--- config.mk ---
export PLATFORM = sky130hd
export DESIGN_NAME = i2c_clock_timeout_status
export DESIGN_NICKNAME = d
export VERILOG_FILES = /design/src/i2c_ctl_pkg.sv /design/src/bus_clock_divider.sv /design/src/i2c_clock_timeout_status.sv
export SDC_FILE = /design/constraint.sdc
export NUM_CORES = 1
export LEC_CHECK = 0
export BUFFER_PORTS_ARGS = -buffer_cell sky130_fd_sc_hd__buf_2
export CELL_PAD_IN_SITES_DETAIL_PLACEMENT = 1
export CELL_PAD_IN_SITES_GLOBAL_PLACEMENT = 1
export CORE_UTILIZATION = 45
export CTS_CLUSTER_DIAMETER = 120
export DETAILED_ROUTE_END_ITERATION = 6
export GPL_TIMING_DRIVEN = 0
export PLACE_DENSITY = 0.85
export SYNTH_ARGS = -nofsm -noshare
export SYNTH_HDL_FRONTEND = slang
export SYNTH_SLANG_ARGS = --single-unit
export TNS_END_PERCENT = 20
--- constraint.sdc ---
create_clock -name clk_sys_i -period 3.9 [get_ports clk_sys_i]
set_clock_uncertainty 0.1 [all_clocks]
set_input_delay 0.39 -clock clk_sys_i [delete_from_list [all_inputs] [get_ports clk_sys_i]]
set_output_delay 0.39 -clock clk_sys_i [all_outputs]
set_load 0.1 [all_outputs]
--- src/i2c_ctl_pkg.sv ---
// Package with register map, field layout and shared types of the two-wire status block.
package i2c_ctl_pkg;

  // Register index on the plain register port.
  localparam logic [3:0] OFS_OWN_ADDR_0   = 4'h0;
  localparam logic [3:0] OFS_OWN_ADDR_1   = 4'h1;
  localparam logic [3:0] OFS_OWN_ADDR_2   = 4'h2;
  localparam logic [3:0] OFS_CONTROL_1    = 4'h3;
  localparam logic [3:0] OFS_CONTROL_3    = 4'h4;
  localparam logic [3:0] OFS_TIMEOUT_CTRL = 4'h5;
  localparam logic [3:0] OFS_STATUS_CMD   = 4'h6;
  localparam logic [3:0] OFS_DATA_SHIFT   = 4'h7;

  // Field positions in the control register 1.
  localparam int BIT_IFACE_ENABLE = 0;
  localparam int BIT_IFACE_RESET  = 1;
  localparam int BIT_FREE_FORMAT  = 2;

  // Field positions in control register 3.
  localparam int BIT_STOP_IRQ_EN  = 0;
  localparam int BIT_DIV_LOW_LSB  = 6;

  // Field positions in the timeout, clock and address control register.
  localparam int BIT_TO_ENABLE    = 0;
  localparam int BIT_TO_FLAG      = 1;
  localparam int BIT_TO_PERIOD    = 2;
  localparam int BIT_DIV_EXT_LSB  = 3;
  localparam int BIT_ADDR_BANK    = 6;
  localparam int BIT_STOP_REQ     = 7;

  // Values after reset.
  localparam logic [7:0] RST_BYTE = 8'h00;

  // Status write patterns.
  localparam logic [3:0] PAT_MODE_ONLY  = 4'hf;
  localparam logic [7:0] PAT_START      = 8'he0;
  localparam logic [7:0] PAT_STOP       = 8'hc0;

  // Divide ratios in half steps (ratio times two).
  localparam logic [4:0] DIV2X_2   = 5'd4;
  localparam logic [4:0] DIV2X_4   = 5'd8;
  localparam logic [4:0] DIV2X_8   = 5'd16;
  localparam logic [4:0] DIV2X_2P5 = 5'd5;
  localparam logic [4:0] DIV2X_3   = 5'd6;
  localparam logic [4:0] DIV2X_5   = 5'd10;
  localparam logic [4:0] DIV2X_6   = 5'd12;
  localparam logic [4:0] DIV_STEP  = 5'd2;

  // Last count before the timeout fires: 65535 and 16383, so it fires after 65536 and 16384 bus clock ticks.
  localparam logic [15:0] TO_LONG_LAST  = 16'hffff;
  localparam logic [13:0] TO_SHORT_LAST = 14'h3fff;

  // Events from the bit engine, all on clk_sys_i.
  typedef struct packed {
    logic       start_det;
    logic       stop_det;
    logic       addr_rcvd;
    logic [6:0] addr_val;
    logic       addr_rw;
    logic       bit_rcvd;
    logic       bit_val;
    logic       byte_done;
    logic       addr_phase;
    logic       data_phase;
    logic       cond_phase;
    logic       ack_clock;
    logic       sda_out_high;
    logic       overlap_protect;
    logic       pending_n;
  } bus_event_t;

  // Commands and state towards the bit engine.
  typedef struct packed {
    logic       start_req;
    logic       stop_req;
    logic       master;
    logic       transmit;
    logic       bus_tick;
    logic       timeout_irq;
    logic       stop_irq;
    logic       addr_match;
    logic [7:0] tx_data;
  } bus_ctrl_t;

endpackage

--- src/bus_clock_divider.sv ---
// Fractional divider that makes the internal bus clock enable pulse.
module bus_clock_divider (
  input  wire logic       clk_sys_i,
  input  wire logic       rst_n_i,
  input  wire logic       run_i,
  input  wire logic [4:0] div2x_i,
  output logic            tick_o
);
  import i2c_ctl_pkg::*;

  logic [4:0] acc_q;
  logic [4:0] acc_d;
  logic       tick_d;
  logic [5:0] sum;

  // Adding two per cycle against twice the ratio gives half-step ratios such as 2.5.
  assign sum    = {1'b0, acc_q} + {1'b0, DIV_STEP};
  assign tick_d = run_i && (sum >= {1'b0, div2x_i});
  assign acc_d  = !run_i ? 5'h00 : (tick_d ? sum[4:0] - div2x_i : sum[4:0]);

  // The accumulator stops and clears while the interface is off.
  always_ff @(posedge clk_sys_i or negedge rst_n_i) begin
    if (!rst_n_i) begin
      acc_q  <= 5'h00;
      tick_o <= 1'b0;
    end else begin
      acc_q  <= acc_d;
      tick_o <= tick_d;
    end
  end

endmodule // bus_clock_divider

--- src/i2c_clock_timeout_status.sv ---
// Clock select, bus timeout, address bank and status/command logic of the two-wire controller.

// Summary of operation
// Bus clock is source divided by 2,4,8,2.5,3,5 or 6 from the five-bit code.
// Software uses only the listed divider codes; others are unsupported.
// Software changes divider fields only while the interface is disabled.
// Busy and clock line high past the period sets timeout flag and interrupt together.
// Timeout flag works only when enabled; disable or interface reset clears it.
// Counter counts bus clock ticks: 65536 long, 16384 short.
// Software changes the period select only while timeout detection is off.
// Bank bit picks own address 0 alone or all three own addresses.
// Stop with its interrupt enabled sets stop request; only a written 0 clears.
// Six low status bits are read-only; writes still request start or stop.
// Low nibble 1111b updates master and transmit only, no condition.
// Master, transmit, busy, zeros gives start standby; busy zero gives stop standby.
// Mode bits pick slave/master receive/transmit; monitor bits stay unchanged.
// Last bit holds the final received bit; data register write clears it.
// General call sets on all-zero slave address; start, stop, disable, reset clear.
// Address match sets on general call or own match; data write, disable, reset clear.
// Data line pulled low during master address or transmit data outside ack sets lost flag.
// Lost flag also sets on low data line during conditions or overlap protection.
// Internal bus clock stops while the interface is disabled.
// Timeout counter restarts on clock line low or free bus.
module i2c_clock_timeout_status (
  input  wire logic                    clk_sys_i,
  input  wire logic                    rst_n_i,
  input  wire logic [3:0]              reg_addr_i,
  input  wire logic [7:0]              reg_wdata_i,
  input  wire logic                    reg_wr_i,
  input  wire logic                    reg_rd_i,
  output logic      [7:0]              reg_rdata_o,
  input  wire logic                    clock_line_pin_i,
  input  wire logic                    data_line_pin_i,
  input  wire i2c_ctl_pkg::bus_event_t evt_i,
  output i2c_ctl_pkg::bus_ctrl_t       ctrl_o
);
  import i2c_ctl_pkg::*;

  // Software registers.
  logic [7:0]  own_addr_q [3];
  logic [2:0]  control_1_q;
  logic        stop_irq_en_q;
  logic [1:0]  div_low_q;
  logic [2:0]  div_ext_q;
  logic        to_enable_q;
  logic        to_period_q;
  logic        addr_bank_q;
  logic [7:0]  data_shift_q;
  // Hardware flags.
  logic        stop_req_q;
  logic        to_flag_q;
  logic        master_q;
  logic        transmit_q;
  logic        busy_q;
  logic        lost_q;
  logic        match_q;
  logic        gcall_q;
  logic        last_bit_q;
  logic [15:0] to_cnt_q;
  logic [15:0] to_cnt_d;
  logic        start_req_q;
  logic        stop_cmd_q;
  logic        to_irq_q;
  logic        stop_irq_q;
  logic [7:0]  rdata_q;
  logic [7:0]  rdata_d;
  // Pin synchronisers: stage one feeds stage two only.
  logic [1:0]  pin_meta_q;
  logic [1:0]  pin_sync_q;

  // Decoded strobes.
  logic wr_ctl1, wr_ctl3, wr_to, wr_stat, wr_data;
  logic iface_on, iface_clr, tick, scl_high, sda_low;
  logic [4:0] div2x;
  logic gc_hit, own_hit, addr_ok, slave_addr, lost_ev, to_expire, to_set, stop_set;
  logic mode_only, pat_start, pat_stop;

  assign wr_ctl1   = reg_wr_i && (reg_addr_i == OFS_CONTROL_1);
  assign wr_ctl3   = reg_wr_i && (reg_addr_i == OFS_CONTROL_3);
  assign wr_to     = reg_wr_i && (reg_addr_i == OFS_TIMEOUT_CTRL);
  assign wr_stat   = reg_wr_i && (reg_addr_i == OFS_STATUS_CMD);
  assign wr_data   = reg_wr_i && (reg_addr_i == OFS_DATA_SHIFT);

  // Interface clear covers both disable and interface reset.
  assign iface_on  = control_1_q[BIT_IFACE_ENABLE];
  assign iface_clr = !iface_on || control_1_q[BIT_IFACE_RESET];
  assign scl_high  = pin_sync_q[0];
  assign sda_low   = !pin_sync_q[1];

  // Divider code select; unsupported codes fall back to divide by two.
  // A code changed while enabled upsets the tick spacing.
  always_comb begin
    unique case (div_ext_q)
      3'b001:  div2x = DIV2X_2P5;
      3'b010:  div2x = DIV2X_3;
      3'b011:  div2x = DIV2X_5;
      3'b100:  div2x = DIV2X_6;
      3'b000: begin
        unique case (div_low_q)
          2'b01:   div2x = DIV2X_4;
          2'b10:   div2x = DIV2X_8;
          default: div2x = DIV2X_2;
        endcase
      end
      default: div2x = DIV2X_2;
    endcase
  end

  // The divider only runs while enabled, so the bus clock stops with it.
  bus_clock_divider u_div (
    .clk_sys_i (clk_sys_i),
    .rst_n_i   (rst_n_i),
    .run_i     (iface_on),
    .div2x_i   (div2x),
    .tick_o    (tick)
  );

  // Timeout: count continuous clock-line high time while busy.
  assign to_expire = tick && (to_period_q ? (to_cnt_q[13:0] == TO_SHORT_LAST)
                                          : (to_cnt_q == TO_LONG_LAST));
  assign to_set    = to_enable_q && busy_q && scl_high && to_expire;
  assign to_cnt_d  = (!busy_q || !scl_high || !to_enable_q) ? 16'h0000
                   : (tick ? to_cnt_q + 16'h0001 : to_cnt_q);

  // Slave address compare, general call included.
  // Bit zero of an own-address register is no address bit.
  assign slave_addr = evt_i.addr_rcvd && !master_q && !control_1_q[BIT_FREE_FORMAT];
  assign gc_hit     = evt_i.addr_val == 7'h00;
  assign own_hit    = (evt_i.addr_val == own_addr_q[0][7:1]) ||
                      (addr_bank_q && ((evt_i.addr_val == own_addr_q[1][7:1]) ||
                                       (evt_i.addr_val == own_addr_q[2][7:1])));
  assign addr_ok    = slave_addr && !transmit_q && (gc_hit || own_hit);

  // Another driver pulls data low while this end releases it.
  // A line driven low here proves nothing.
  assign lost_ev = evt_i.overlap_protect ||
                   (master_q && sda_low && evt_i.sda_out_high &&
                    (evt_i.cond_phase ||
                     ((evt_i.addr_phase || (evt_i.data_phase && transmit_q)) &&
                      !evt_i.ack_clock)));

  assign stop_set  = evt_i.stop_det && stop_irq_en_q;

  // Status write decode; only mode-only, start and stop patterns act.
  assign mode_only = reg_wdata_i[3:0] == PAT_MODE_ONLY;
  assign pat_start = reg_wdata_i == PAT_START;
  assign pat_stop  = reg_wdata_i == PAT_STOP;

  // Two-flop synchronisers on the clock and data lines.
  // They reset high, the idle level, so no false low follows.
  always_ff @(posedge clk_sys_i or negedge rst_n_i) begin
    if (!rst_n_i) begin
      pin_meta_q <= 2'b11;
      pin_sync_q <= 2'b11;
    end else begin
      pin_meta_q <= {data_line_pin_i, clock_line_pin_i};
      pin_sync_q <= pin_meta_q;
    end
  end

  // Software-owned control fields; the divider and period fields rely on software care.
  always_ff @(posedge clk_sys_i or negedge rst_n_i) begin
    if (!rst_n_i) begin
      for (int i = 0; i < 3; i++) own_addr_q[i] <= RST_BYTE;
      control_1_q   <= 3'b000;
      stop_irq_en_q <= 1'b0;
      div_low_q     <= 2'b00;
      div_ext_q     <= 3'b000;
      to_enable_q   <= 1'b0;
      to_period_q   <= 1'b0;
      addr_bank_q   <= 1'b0;
      data_shift_q  <= RST_BYTE;
    end else begin
      for (int i = 0; i < 3; i++) begin
        if (reg_wr_i && reg_addr_i == 4'(i)) own_addr_q[i] <= reg_wdata_i;
      end
      if (wr_ctl1) control_1_q <= reg_wdata_i[2:0];
      if (wr_ctl3) begin
        stop_irq_en_q <= reg_wdata_i[BIT_STOP_IRQ_EN];
        div_low_q     <= reg_wdata_i[BIT_DIV_LOW_LSB +: 2];
      end
      if (wr_to) begin
        to_enable_q <= reg_wdata_i[BIT_TO_ENABLE];
        to_period_q <= reg_wdata_i[BIT_TO_PERIOD];
        div_ext_q   <= reg_wdata_i[BIT_DIV_EXT_LSB +: 3];
        addr_bank_q <= reg_wdata_i[BIT_ADDR_BANK];
      end
      if (wr_data) data_shift_q <= reg_wdata_i;
    end
  end

  // Timeout counter and flag; the set wins over a clear in the same cycle.
  // No second interrupt while the flag stays set.
  always_ff @(posedge clk_sys_i or negedge rst_n_i) begin
    if (!rst_n_i) begin
      to_cnt_q  <= 16'h0000;
      to_flag_q <= 1'b0;
      to_irq_q  <= 1'b0;
    end else begin
      to_cnt_q <= to_cnt_d;
      to_irq_q <= to_set && !to_flag_q;
      if (to_set) to_flag_q <= 1'b1;
      else if (iface_clr) to_flag_q <= 1'b0;
    end
  end

  // Stop request flag: hardware sets it, only a written zero clears it.
  // Writing a one is harmless.
  always_ff @(posedge clk_sys_i or negedge rst_n_i) begin
    if (!rst_n_i) begin
      stop_req_q <= 1'b0;
      stop_irq_q <= 1'b0;
    end else begin
      stop_irq_q <= stop_set;
      if (stop_set) stop_req_q <= 1'b1;
      else if (wr_to && !reg_wdata_i[BIT_STOP_REQ]) stop_req_q <= 1'b0;
    end
  end

  // Bus busy, general call, address match, lost and last bit monitors.
  always_ff @(posedge clk_sys_i or negedge rst_n_i) begin
    if (!rst_n_i) begin
      busy_q     <= 1'b0;
      gcall_q    <= 1'b0;
      match_q    <= 1'b0;
      lost_q     <= 1'b0;
      last_bit_q <= 1'b0;
    end else begin
      if (evt_i.start_det) busy_q <= 1'b1;
      else if (evt_i.stop_det || iface_clr) busy_q <= 1'b0;
      if (slave_addr && gc_hit) gcall_q <= 1'b1;
      else if (evt_i.start_det || evt_i.stop_det || iface_clr) gcall_q <= 1'b0;
      if (addr_ok) match_q <= 1'b1;
      else if (wr_data || iface_clr) match_q <= 1'b0;
      if (lost_ev) lost_q <= 1'b1;
      else if (wr_data || iface_clr) lost_q <= 1'b0;
      if (evt_i.bit_rcvd) last_bit_q <= evt_i.bit_val;
      else if (wr_data) last_bit_q <= 1'b0;
    end
  end

  // Mode bits and start/stop commands from status writes.
  // A stop write in slave mode makes no stop request but still loads the mode bits.
  always_ff @(posedge clk_sys_i or negedge rst_n_i) begin
    if (!rst_n_i) begin
      master_q    <= 1'b0;
      transmit_q  <= 1'b0;
      start_req_q <= 1'b0;
      stop_cmd_q  <= 1'b0;
    end else begin
      start_req_q <= wr_stat && !mode_only && pat_start && !iface_clr;
      stop_cmd_q  <= wr_stat && !mode_only && pat_stop && master_q && !iface_clr;
      if (iface_clr || evt_i.stop_det || evt_i.overlap_protect) begin
        master_q   <= 1'b0;
        transmit_q <= 1'b0;
      end else if (wr_stat && (mode_only || pat_start || pat_stop)) begin
        master_q   <= reg_wdata_i[7];
        transmit_q <= reg_wdata_i[6];
      end else begin
        if (lost_ev) transmit_q <= 1'b0;
        else if (addr_ok && evt_i.addr_rw) transmit_q <= 1'b1;
        else if (evt_i.start_det && !master_q) transmit_q <= 1'b0;
        if (lost_q && evt_i.byte_done) master_q <= 1'b0;
      end
    end
  end

  // Read mux; the six low status bits come only from hardware state.
  // Unmapped indices read zero.
  always_comb begin
    rdata_d = 8'h00;
    unique case (reg_addr_i)
      OFS_OWN_ADDR_0:   rdata_d = own_addr_q[0];
      OFS_OWN_ADDR_1:   rdata_d = own_addr_q[1];
      OFS_OWN_ADDR_2:   rdata_d = own_addr_q[2];
      OFS_CONTROL_1:    rdata_d = {5'h00, control_1_q};
      OFS_CONTROL_3:    rdata_d = {div_low_q, 5'h00, stop_irq_en_q};
      OFS_TIMEOUT_CTRL: rdata_d = {stop_req_q, addr_bank_q, div_ext_q,
                                   to_period_q, to_flag_q, to_enable_q};
      OFS_STATUS_CMD:   rdata_d = {master_q, transmit_q, busy_q, evt_i.pending_n,
                                   lost_q, match_q, gcall_q, last_bit_q};
      OFS_DATA_SHIFT:   rdata_d = data_shift_q;
      default:          rdata_d = 8'h00;
    endcase
  end

  // Read data stand in the cycle after the strobe only.
  always_ff @(posedge clk_sys_i or negedge rst_n_i) begin
    if (!rst_n_i) rdata_q <= 8'h00;
    else rdata_q <= reg_rd_i ? rdata_d : 8'h00;
  end

  // Outputs towards the register port and the bit engine.
  assign reg_rdata_o          = rdata_q;
  assign ctrl_o.start_req     = start_req_q;
  assign ctrl_o.stop_req      = stop_cmd_q;
  assign ctrl_o.master        = master_q;
  assign ctrl_o.transmit      = transmit_q;
  assign ctrl_o.bus_tick      = tick;
  assign ctrl_o.timeout_irq   = to_irq_q;
  assign ctrl_o.stop_irq      = stop_irq_q;
  assign ctrl_o.addr_match    = match_q;
  assign ctrl_o.tx_data       = data_shift_q;

endmodule // i2c_clock_timeout_status

==> impl_metrics.csv <==
group,metric,value,unit
yosys,avgSynthCellArea,11.2,um^2
grt,overflow,0,
yosys,synth_top_area_cell,"dfrtp_1",
critical_path,critPathSlowestCell,"a21oi_1",
timing,fin_crit_sh,74.7,%
run_status,status,"finished clean",
yosys,synth_cell_types,54,
timing,setup_tns,0,ns
final_layout,layout.cells.non_filler,631,
grt,antenna_found_initial,0,
yosys,synth_edf_count,0,
yosys,async_flop_share,100,%
yosys,synth_top_cell_area_share,46.6,%
route,drt-initial-drc-count,145,
place,place_inst,613,
final_layout,drive_gt1_share,28.1,%
critical_path,crit_buf_inv,1,
grt,use_met2,41.4,%
final_layout,final_nets,542,
power,totalPowerFinal,2.96,mW
timing,fin_crit,2.91,ns
critical_path,max_stage_delay,0.53,ns
route,drcViolationCount,0,
route,drtAntennaViolNets,0,
hold_path,hold_path_class,"in -> reg",
power,p_leak,2.47,nW
die,die_w,104,um
yosys,yosys-top-cells-count,"dfrtp_1 (87), mux2_2 (38), nor2_1 (36)",
timing,setup_viol,0,
grt,met1_usage,32.2,%
clocking,cts_tree,"built",
critical_path,crit_required,4.10,ns
critical_path,crit_type,"reg -> reg",
grt,grt_pass1_wl,20500,um
clocking,numCtsBuffers,9,
grt,grt_pass1_vias,3878,
route,wire_per_inst,19.6,um
timing,rsz0062_at_grt,"false",
timing,finalHoldViolCount,0,
final_layout,syn_to_final_growth,16.4,%
grt,busiest_layer,"met2",
place,place_congestion,0.874,
timing,worstMarginPinSlew,0.627,ns
clocking,insertion_delay,0.37,ns
power,ir_worst_vdd,0.000245,V
clocking,h-tree-depth,3,
critical_path,path_cells,"inv_1, ha_1, or3_1, a21oi_1, ha_1, nor2b_1, o21ai_1, nand2b_1, a21oi_1, mux2i_1, and2_1",
route,drt-vias-per-instance,5.57,
route,first_pass_iters,4,
critical_path,crit_family,"compound AO/OA/AOI/OAI gates",
timing,slew_violations,0,
place,port-buffer-count,60,
yosys,seq_area_frac_synth,48.8,%
yosys,synth_area,4670,um^2
clocking,cts_resized,0,
yosys,yosys_warnings,0,
die,chipHeight,104,um
die,initial_core_util,47.1,%
die,row_count,36,
yosys,syn-instance-count,419,
grt,grt_max_degree,53,
job,maxCapViolCount,0,
yosys,synth_area_leaders,"dfrtp_1 (47%), mux2_2 (9.2%), xor2_1 (4.1%), xnor2_1 (3.4%), nor2_1 (2.9%)",
critical_path,path_max_fanout,5,
clocking,clock-sinks,91,
clocking,clk_pin_slew,0.09,ns
die,die_area,10800,um^2
grt,met3_usage,4.26,%
final_layout,antenna_cells,0,
final_layout,fill_cells,1099,
yosys,ys_ff_latch,91,
yosys,synth_nets,468,
yosys,ys.flop_type,"dfrtp_1",
grt,grt.total_usage,24.6,%
critical_path,cp.arrival,3.12,ns
place,dp_hpwl,9090,um
die,core,9910,um^2
critical_path,crit_path_end_kind,"flip-flop",
clocking,cts_buffer_depth,2,
route,vias,3512,
route,wl,12400,um
timing,max_freq,343,MHz
clocking,root_buffer,"clkbuf_8",
critical_path,worst_setup_path_start_kind,"flip-flop",
die,pin_count,63,
yosys,yosysMostFrequentCell,"dfrtp_1",
power,powerDensity,544,nW/um^2
timing,slew_headroom,58.2,%
[final cells by class]
| class | count | area, um^2 | share of cell area (%) |
|---|---|---|---|
| inverter | 11 | 41.3 | 0.759 |
| buffer | 22 | 116 | 2.14 |
| timing repair buffer | 63 | 350 | 6.44 |
| multi-input combinational | 295 | 2230 | 41.1 |
| tap | 133 | 166 | 3.06 |
| clock buffer | 9 | 124 | 2.28 |
| sequential | 91 | 2280 | 42.0 |
| clock inverter | 7 | 124 | 2.28 |
[logic make-up after synthesis]
logic type	after synthesis	synth area share, %
AND/OR/NAND/NOR	130	14.4
flip-flops	91	48.8
AO/OA/AOI/OAI	58	8.89
multiplexers	57	14.1
XOR/XNOR	40	7.50
buffers and inverters	33	3.37
adder cells (fa/ha/maj)	10	2.84
[where the power goes]
part	internal (mW)	total, mW	switching (mW)
Clock	0.430	0.793	0.363
Sequential	1.08	1.22	0.142
Combinational	0.367	0.939	0.572
Total	1.88	2.96	1.08
[sequential cells by signal, summed over array words and instances, names as in the netlist, 2 cells and up]
signal        flops
div_ext_q         3
data_shift_q      8
to_cnt_q         16
pin_sync_q        2
own_addr_q       24
reg_rdata_o       8
pin_meta_q        2
u_div.acc_q       5
div_low_q         2
control_1_q       3
[worst reg2reg max path, stage by stage, from the launching register on]
cell	delay, ns
dfrtp_1	0.40
inv_1	0.06
ha_1	0.27
or3_1	0.31
a21oi_1	0.14
ha_1	0.29
nor2b_1	0.15
o21ai_1	0.12
nand2b_1	0.10
a21oi_1	0.53
mux2i_1	0.25
and2_1	0.14
[per-stage QoR]
stage / instance area (um^2) / utilization [%] / setup slack (ns) / hold slack (ns)
2_1_floorplan: 4670 / - / 1.31 / -0.00559
3_3_place_gp: 5140 / 51.9 / 1.03 / 0.246
5_1_grt: 5440 / 54.9 / 0.779 / 0.00177
6_report: 5440 / 54.9 / 0.988 / 0.0271
3_5_place_dp: 5170 / 52.2 / 0.942 / 0.249
4_1_cts: 5440 / 54.9 / 0.937 / 0.00886
[placed cells by master, fill, tap and decap left out, types with 4 or more instances in the layout]
cell      count
mux2i_1      12
nor2_1       36
inv_1        11
ha_1          9
nor4_1        4
clkbuf_1     10
nand4_1       7
xor2_1       22
a211oi_1      9
o21ai_1       5
mux2_2       38
clkbuf_8      9
o21ai_0      14
nand3_1      12
and2_1        4
buf_4         9
dfstp_2       4
and3_1        5
a22oi_1       6
mux2_1        4
buf_2        62
a21oi_1       6
dfrtp_1      87
nor2b_1      11
nand2_1      31
nor3b_1       4
xnor2_1      18
[routing by layer]
| metal | vias up | routed length [um] |
|---|---|---|
| li1 | 1620 | - |
| met1 | 1774 | 5340 |
| met2 | 99 | 6240 |
| met3 | 19 | 591 |
| met4 | 0 | 202 |
| met5 | - | 0 |
[worst paths after layout]
kind	startpoint	to	slack, ns	cells past startpoint
setup / recovery	div_low_q[0]	u_div.acc_q[1]	0.99	11
hold / removal	clock_line_pin_i	pin_meta_q[0]	0.03	1
setup reg to reg	div_low_q[0]	u_div.acc_q[1]	0.99	11
hold reg to reg	pin_meta_q[0]	pin_sync_q[0]	0.26	0
max in group asynchronous	rst_n_i	own_addr_q[10]	2.60	3
min in group asynchronous	rst_n_i	to_cnt_q[8]	0.45	2
[timing repair]
action                    4_1_cts  5_1_grt
hold buffers                    2        0
buffers inserted                0        0
hold endpoints to repair       36        0
No activity file was read; power rests on OpenSTA's default activity.
